--- config.mk ---
export PLATFORM = sky130hd
export DESIGN_NAME = psf_host
export DESIGN_NICKNAME = d
export VERILOG_FILES = /design/src/psf_pkg.sv /design/src/psf_host.sv
export SDC_FILE = /design/constraint.sdc
export NUM_CORES = 1
export LEC_CHECK = 0
export BUFFER_PORTS_ARGS = -buffer_cell sky130_fd_sc_hd__buf_4
export CELL_PAD_IN_SITES_DETAIL_PLACEMENT = 1
export CELL_PAD_IN_SITES_GLOBAL_PLACEMENT = 1
export CORE_UTILIZATION = 41
export DETAILED_ROUTE_END_ITERATION = 7
export GPL_ROUTABILITY_DRIVEN = 0
export PLACE_DENSITY = 0.91
export REMOVE_ABC_BUFFERS = 1
export SLEW_MARGIN = 20
export SYNTH_ARGS = -nofsm -noshare
export SYNTH_HDL_FRONTEND = slang
export SYNTH_SLANG_ARGS = --single-unit
export TNS_END_PERCENT = 5
--- constraint.sdc ---
create_clock -name ref_clk_i -period 5.6 [get_ports ref_clk_i]
set_clock_uncertainty 0.1 [all_clocks]
set_input_delay 1.12 -clock ref_clk_i [delete_from_list [all_inputs] [get_ports ref_clk_i]]
set_output_delay 1.12 -clock ref_clk_i [all_outputs]
set_load 0.03 [all_outputs]
--- src/psf_pkg.sv ---
package psf_pkg;

  // ----------------------------------------------------------------
  // Clock and device timing
  // ----------------------------------------------------------------
  localparam int CLK_PERIOD_NS = 50;
  localparam int T_RS_NS = 35;
  localparam int T_WPW_NS = 35;
  localparam int T_RPW_NS = 35;
  localparam int T_A_NS = 35;
  localparam int T_RT_NS = 35;
  localparam int T_FLAG_NS = 45;
  localparam int SYNC_CYC = 3;

  // Least times round up, never below one cycle
  function automatic int psf_cyc(input int ns);
    int c;
    c = (ns + CLK_PERIOD_NS - 1) / CLK_PERIOD_NS;
    return (c < 1) ? 1 : c;
  endfunction : psf_cyc

  localparam logic [3:0] RS_CYC = 4'(psf_cyc(T_RS_NS));
  localparam logic [3:0] WR_CYC = 4'(psf_cyc(T_WPW_NS));
  localparam logic [3:0] RD_CYC = 4'(psf_cyc(T_RPW_NS) > psf_cyc(T_A_NS)
                                     ? psf_cyc(T_RPW_NS) + SYNC_CYC
                                     : psf_cyc(T_A_NS) + SYNC_CYC);
  localparam logic [3:0] RT_CYC = 4'(psf_cyc(T_RT_NS));
  localparam logic [3:0] SETTLE_CYC = 4'(psf_cyc(T_FLAG_NS) + SYNC_CYC);

  // ----------------------------------------------------------------
  // Widths, register map and fields
  // ----------------------------------------------------------------
  localparam int DATA_W = 9;
  localparam int FLAG_W = 6;

  localparam logic [7:0] ADDR_CTRL = 8'h00;
  localparam logic [7:0] ADDR_WDATA = 8'h04;
  localparam logic [7:0] ADDR_RCMD = 8'h08;
  localparam logic [7:0] ADDR_STATUS = 8'h0c;
  localparam logic [7:0] ADDR_RDATA = 8'h10;

  localparam int CTRL_RESET_BIT = 0;
  localparam int CTRL_RETX_BIT = 1;
  localparam int CTRL_IFS_BIT = 2;
  localparam int CTRL_OFS_BIT = 3;
  localparam logic [1:0] FMT_RESET = 2'h3;

  localparam int ST_BUSY_BIT = 0;
  localparam int ST_RVALID_BIT = 1;
  localparam int ST_WREF_BIT = 2;
  localparam int ST_RREF_BIT = 3;
  localparam int ST_FLAG_LSB = 4;

  // Flag vector order, all active low at the pins
  localparam int FL_EMPTY = 0;
  localparam int FL_EMPTY_P1 = 1;
  localparam int FL_ALMOST = 2;
  localparam int FL_HALF = 3;
  localparam int FL_FULL_M1 = 4;
  localparam int FL_FULL = 5;

  typedef enum logic [2:0] {
    PSF_IDLE = 3'b000,
    PSF_RST = 3'b001,
    PSF_WR = 3'b010,
    PSF_RD = 3'b011,
    PSF_RT = 3'b100,
    PSF_SETTLE = 3'b101
  } psf_state_type;

endpackage : psf_pkg

--- src/psf_host.sv ---
`timescale 1ns/1ps
module psf_host import psf_pkg::*; (
  input wire logic ref_clk_i,
  input wire logic reset_i,
  input wire logic [7:0] addr_i,
  input wire logic [31:0] wdata_i,
  input wire logic wr_i,
  input wire logic rd_i,
  output logic [31:0] rdata_o,
  output logic reset_n_o,
  output logic write_n_o,
  output logic read_n_o,
  output logic first_load_retransmit_n_o,
  output logic expansion_in_n_o,
  output logic input_format_select_o,
  output logic output_format_select_o,
  output logic [DATA_W-1:0] parallel_data_in_o,
  output logic parallel_data_in_oe_n_o,
  input wire logic [DATA_W-1:0] parallel_data_out_i,
  input wire logic full_flag_n_i,
  input wire logic full_minus_one_flag_n_i,
  input wire logic almost_boundary_flag_n_i,
  input wire logic half_full_flag_n_i,
  input wire logic empty_plus_one_flag_n_i,
  input wire logic empty_flag_n_i
);

  // ----------------------------------------------------------------
  // Pin synchronisers
  // ----------------------------------------------------------------
  localparam int SY_W = DATA_W + FLAG_W;

  logic [SY_W-1:0] sy1_r, sy2_r, sy3_r, filt_r;
  wire logic [SY_W-1:0] pins = {full_flag_n_i, full_minus_one_flag_n_i,
                                half_full_flag_n_i, almost_boundary_flag_n_i,
                                empty_plus_one_flag_n_i, empty_flag_n_i,
                                parallel_data_out_i};

  always_ff @(posedge ref_clk_i) begin
    sy1_r <= pins;
    sy2_r <= sy1_r;
    sy3_r <= sy2_r;
  end

  wire logic [SY_W-1:0] sy_agree = ~(sy2_r ^ sy3_r);

  // A bit changes only once the last two stages agree
  always_ff @(posedge ref_clk_i) begin
    if (reset_i) begin
      filt_r <= '1;
    end else begin
      filt_r <= (sy3_r & sy_agree) | (filt_r & ~sy_agree);
    end
  end

  wire logic [FLAG_W-1:0] flags_n = filt_r[SY_W-1:DATA_W];
  wire logic [DATA_W-1:0] q_filt = filt_r[DATA_W-1:0];
  wire logic dev_full = ~flags_n[FL_FULL];
  wire logic dev_empty = ~flags_n[FL_EMPTY];

  // ----------------------------------------------------------------
  // Register port
  // ----------------------------------------------------------------
  psf_state_type state_r, state_nxt;
  logic [3:0] cnt_r, cnt_nxt;
  logic rst_pend_r, rt_pend_r, wr_pend_r, rd_pend_r;
  logic [1:0] fmt_r;
  logic [DATA_W-1:0] wdata_r, rx_r;
  logic rvalid_r, wref_r, rref_r, dev_init_r;
  logic rd_last_r;

  wire logic wr_ctrl = wr_i && (addr_i == ADDR_CTRL);
  wire logic wr_wdata = wr_i && (addr_i == ADDR_WDATA);
  wire logic wr_rcmd = wr_i && (addr_i == ADDR_RCMD) && wdata_i[0];
  wire logic rd_rdata = rd_i && (addr_i == ADDR_RDATA);
  wire logic busy = (state_r != PSF_IDLE) || rst_pend_r || rt_pend_r
                    || wr_pend_r || rd_pend_r;

  wire logic st_idle = (state_r == PSF_IDLE);
  wire logic take_rst = st_idle && rst_pend_r;
  wire logic take_rt = st_idle && !rst_pend_r && rt_pend_r;
  wire logic take_wr = st_idle && !rst_pend_r && !rt_pend_r && wr_pend_r;
  wire logic take_rd = st_idle && !rst_pend_r && !rt_pend_r && !wr_pend_r
                       && rd_pend_r;
  wire logic wr_go = take_wr && !dev_full;
  wire logic rd_go = take_rd && !dev_empty;
  wire logic rd_cap = (state_r == PSF_RD) && (cnt_r == 4'h1);

  wire logic [31:0] status_word = {
    {(32 - ST_FLAG_LSB - FLAG_W){1'b0}}, flags_n,
    rref_r, wref_r, rvalid_r, busy};

  always_ff @(posedge ref_clk_i) begin
    if (reset_i) begin
      rdata_o <= 32'h0;
    end else if (rd_i) begin
      case (addr_i)
        ADDR_CTRL: rdata_o <= {28'h0, fmt_r[1], fmt_r[0], 2'h0};
        ADDR_WDATA: rdata_o <= {23'h0, wdata_r};
        ADDR_STATUS: rdata_o <= status_word;
        ADDR_RDATA: rdata_o <= {23'h0, rx_r};
        default: rdata_o <= 32'h0;
      endcase
    end
  end

  // Power-up reset request is pending from the start
  always_ff @(posedge ref_clk_i) begin
    if (reset_i) begin
      rst_pend_r <= 1'b1;
      rt_pend_r <= 1'b0;
      wr_pend_r <= 1'b0;
      rd_pend_r <= 1'b0;
      fmt_r <= FMT_RESET;
      wdata_r <= '0;
    end else begin
      rst_pend_r <= (rst_pend_r && !take_rst)
                    || (wr_ctrl && wdata_i[CTRL_RESET_BIT]);
      rt_pend_r <= (rt_pend_r && !take_rt)
                   || (wr_ctrl && wdata_i[CTRL_RETX_BIT]);
      rd_pend_r <= (rd_pend_r && !take_rd) || wr_rcmd;
      wr_pend_r <= (wr_pend_r && !take_wr) || (wr_wdata && !wr_pend_r);
      if (wr_ctrl) begin
        fmt_r <= {wdata_i[CTRL_OFS_BIT], wdata_i[CTRL_IFS_BIT]};
      end
      // A word written while one is still pending is ignored
      if (wr_wdata && !wr_pend_r) begin
        wdata_r <= wdata_i[DATA_W-1:0];
      end
    end
  end

  // Sticky status bits: hardware set wins over the software clear
  always_ff @(posedge ref_clk_i) begin
    if (reset_i) begin
      rvalid_r <= 1'b0;
      rd_last_r <= 1'b0;
      wref_r <= 1'b0;
      rref_r <= 1'b0;
      rx_r <= '0;
      dev_init_r <= 1'b0;
    end else begin
      // Filter lags the pins by four edges, so Q is taken one cycle late
      rd_last_r <= rd_cap;
      rvalid_r <= rd_last_r || (rvalid_r && !rd_rdata);
      wref_r <= (take_wr && dev_full) || (wref_r && !rd_rdata);
      rref_r <= (take_rd && dev_empty) || (rref_r && !rd_rdata);
      if (rd_last_r) begin
        rx_r <= q_filt;
      end
      if (state_r == PSF_RST) begin
        dev_init_r <= 1'b1;
      end
    end
  end

  // ----------------------------------------------------------------
  // Strobe sequencer
  // ----------------------------------------------------------------
  always_comb begin
    state_nxt = state_r;
    cnt_nxt = cnt_r;
    case (state_r)
      PSF_IDLE: begin
        if (take_rst) begin
          state_nxt = PSF_RST;
          cnt_nxt = RS_CYC;
        end else if (take_rt) begin
          state_nxt = PSF_RT;
          cnt_nxt = RT_CYC;
        end else if (wr_go) begin
          state_nxt = PSF_WR;
          cnt_nxt = WR_CYC;
        end else if (rd_go) begin
          state_nxt = PSF_RD;
          cnt_nxt = RD_CYC;
        end
      end
      PSF_RST, PSF_WR, PSF_RD, PSF_RT: begin
        if (cnt_r == 4'h1) begin
          state_nxt = PSF_SETTLE;
          cnt_nxt = SETTLE_CYC;
        end else begin
          cnt_nxt = cnt_r - 4'h1;
        end
      end
      PSF_SETTLE: begin
        // Lets the flags pass the synchronisers before the next decision
        if (cnt_r == 4'h1) begin
          state_nxt = PSF_IDLE;
        end else begin
          cnt_nxt = cnt_r - 4'h1;
        end
      end
      default: begin
        state_nxt = PSF_IDLE;
        cnt_nxt = 4'h0;
      end
    endcase
  end

  always_ff @(posedge ref_clk_i) begin
    if (reset_i) begin
      state_r <= PSF_IDLE;
      cnt_r <= 4'h0;
    end else begin
      state_r <= state_nxt;
      cnt_r <= cnt_nxt;
    end
  end

  // ----------------------------------------------------------------
  // Device pins
  // ----------------------------------------------------------------
  // Strobes stay high through reset and retransmit by construction
  assign reset_n_o = (state_r != PSF_RST);
  assign write_n_o = (state_r != PSF_WR);
  assign read_n_o = (state_r != PSF_RD);
  assign first_load_retransmit_n_o = (state_r != PSF_RT);
  // Only single-device operation is supported, so retransmit is legal
  assign expansion_in_n_o = 1'b0;
  assign input_format_select_o = fmt_r[0];
  assign output_format_select_o = fmt_r[1];
  assign parallel_data_in_o = wdata_r;
  // Released in serial input mode, where the device drives these pins
  assign parallel_data_in_oe_n_o = !fmt_r[0];
endmodule : psf_host

==> summary.txt <==
Number of enable flip-flop cells after synthesis - 0
Max Cap Violations - 0
Worst-Margin Slew - 756.0 ps
# diodes - 0
Avg Cell Area, Syn - 10.01 um2
Fraction of power consumed by sequential logic - 50.1%
Ranking of synthesized cells by area - dfxtp_1 (57%), mux2i_1 (5.7%), nor2_1 (5.1%)
H-Tree Depth - 3
Synthesized flop and latch total - 105
Critical path class - reg -> out
Dpl ws - 2533 ps
Hold Buf Count CTS - 0
Slowest cell delay on critical path - 500 ps
CTS max path bufs - 2
Routed Antenna Nets - 0
VDD IR max - 0.0001848 V
Distinct cell type count after synthesis - 48
Setup crit start kind - flop
# setup viols final - 0
Sw frac - 30.30%
CTS Buf Count - 9
Dpl cell area - 4126 um2
Slew Limit Fails - 0
Layout Nets - 485
Slowest-stage cell, CP - dfxtp_1
Die width - 96.77 um
Vias/cell - 5.256
HP Class - reg -> reg
CP Capture Type - primary output
Die Area - 9364 um2
Min cycle time layout - 2732 ps
Largest net degree at the start of global routing - 40
Net switching power - 0.0005162 W
Post-Synthesis Cells - 368
Initial core utilization - 42.22%
Reg clk slew, reported paths - 100 ps
Hold Fails Final Rpt - 0
Cell Chain, Critical Path - or3b_2 -> buf_4
Post-CTS resize count - 0
Final setup TNS - 0 ps
DR vias - 2817
# rows - 34
Final WS setup - 2868 ps
Fin crit share - 48.79%
First-pass detailed-route iteration total - 4
Final wirelength - 8.449 mm
Yosys top cell area share - 57.08%
Rel. slew slack - 49.50%
First-pass GRT wire length - 13.69 mm
Number of DRC markers in iteration 0 - 142
PortBufs - 61
Share of cells above drive strength 1 - 18.93%
Crit path arrival time - 1510 ps
Status - finished, final reports clean
WP data required - 4380 ps
Die Y - 96.77 um
I/O Pins - 108
Ys flop type - dfxtp_1
Routed len/inst - 15.76 um
Register area share after synthesis - 57.08%
Cell internal pwr - 0.001187 W
Cell taking the most area after synthesis - dfxtp_1
Worst-Skew Late Latency - 370 ps
Clock Root Buffer - clkbuf_8
Gate power share - 19.5%
Worst path bufs/invs - 1
Synth warn - 0
FMAX - 0.3660 GHz
Post-synth ARST share - 0%
Reg2reg setup slack - 3310 ps
Post CTS Setup Buffer Count - 0
Vias in the first global route - 2838
Placeable Area - 8721 um2
Gr usage total - 18.58%
Final Cell Area - 4353 um2
Pwr per Cell Area - 391.4 nW/um2
Antenna violations before repair - 0
Worst path top cell family by delay - flip-flops
# DRC - 0
Mapped cell area - 3682 um2
Dpl hpwl - 5.940 mm
CTS tree - built
Clk network pwr share - 30.4%
Unrepaired setup endpoints after global routing - false
CTS sink cnt - 105
Area Overhead vs Synth - 18.21%
CP max FO - 10
Gr ovfl total - 0
Static Leak - 1.811 nW
==> area by class of cell <==
| class | instances | area (um2) |
|---|---|---|
| fill | 999 | 4368 |
| sequential | 105 | 2102 |
| multi-input combinational | 233 | 1375 |
| timing repair buffer | 62 | 465.4 |
| tap | 108 | 135.1 |
| clock buffer | 9 | 123.9 |
| clock inverter | 6 | 102.6 |
| inverter | 13 | 48.80 |
==> layer usage <==
metal / GRT usage [%] / vias to the layer above / wire length [um]
met3: 2.890 / 11 / 309
met5: 0 / - / 0
met1: 21.52 / 1388 / 3539
li1: - / 1344 / -
met4: 8.152 / 0 / 147
met2: 33.64 / 74 / 4453
==> power by group through the flow <==
stage	Combinational [W]	Sequential [W]	Clock (W)
after floorplan	0.000236	0.000853	0
after global placement	0.000308	0.000863	0
after detailed placement	0.000329	0.000869	0
after CTS	0.000333	0.000852	0.000529
after global routing	0.000369	0.000862	0.000560
final	0.000333	0.000853	0.000518
==> final timing paths <==
| check | from | to | depth (start not counted) |
|---|---|---|---|
| max | state_r[0] | reset_n_o | 2 |
| min | sy1_r[4] | sy2_r[4] | 0 |
| max reg2reg | state_r[2] | rref_r | 4 |
| min reg2reg | sy1_r[4] | sy2_r[4] | 0 |
==> Yosys cell counts, types with 5 or more instances <==
library cell / instances
dfxtp_1: 105
nor2_1: 50
a21oi_1: 29
buf_4: 24
mux2i_1: 21
o21ai_0: 18
inv_1: 13
nand2_1: 13
clkbuf_1: 12
a222oi_1: 6
a22o_1: 6
nor2b_1: 6
nor3_1: 5
==> through the flow <==
stage / utilization [%] / hold slack, ps / power, W / cells
after floorplan: - / 209.6 / 0.001090 / 351
after global placement: 47.32 / 209.9 / 0.001171 / 521
after detailed placement: 47.32 / 213.2 / 0.001198 / 521
after CTS: 49.91 / 237.6 / 0.001714 / 536
after global routing: 49.91 / 244.5 / 0.001792 / 536
final: 49.91 / 235.7 / 0.001704 / 536
==> kinds of logic (layout without fill, tap and decap cells) <==
| family | Yosys count | in the layout | share of synthesized area [%] |
|---|---|---|---|
| compound gates | 83 | 83 | 14.54 |
| fa+ha+maj | 2 | 2 | 0.6795 |
| flops | 105 | 105 | 57.08 |
| mux | 21 | 21 | 5.708 |
| simple gates | 104 | 104 | 13.90 |
| other cells | 1 | 23 | 0.1018 |
| buf+inv | 52 | 90 | 7.985 |
==> cell usage in the layout (no fill, tap or decap), types with 9 or more instances in the layout <==
cell type,Yosys,final
dfxtp_1,105,105
buf_4,24,62
nor2_1,50,50
a21oi_1,29,29
conb_1,1,23
mux2i_1,21,21
o21ai_0,18,18
inv_1,13,13
nand2_1,13,13
clkbuf_8,0,9
Note: power is estimated with default switching activity, not from simulation.
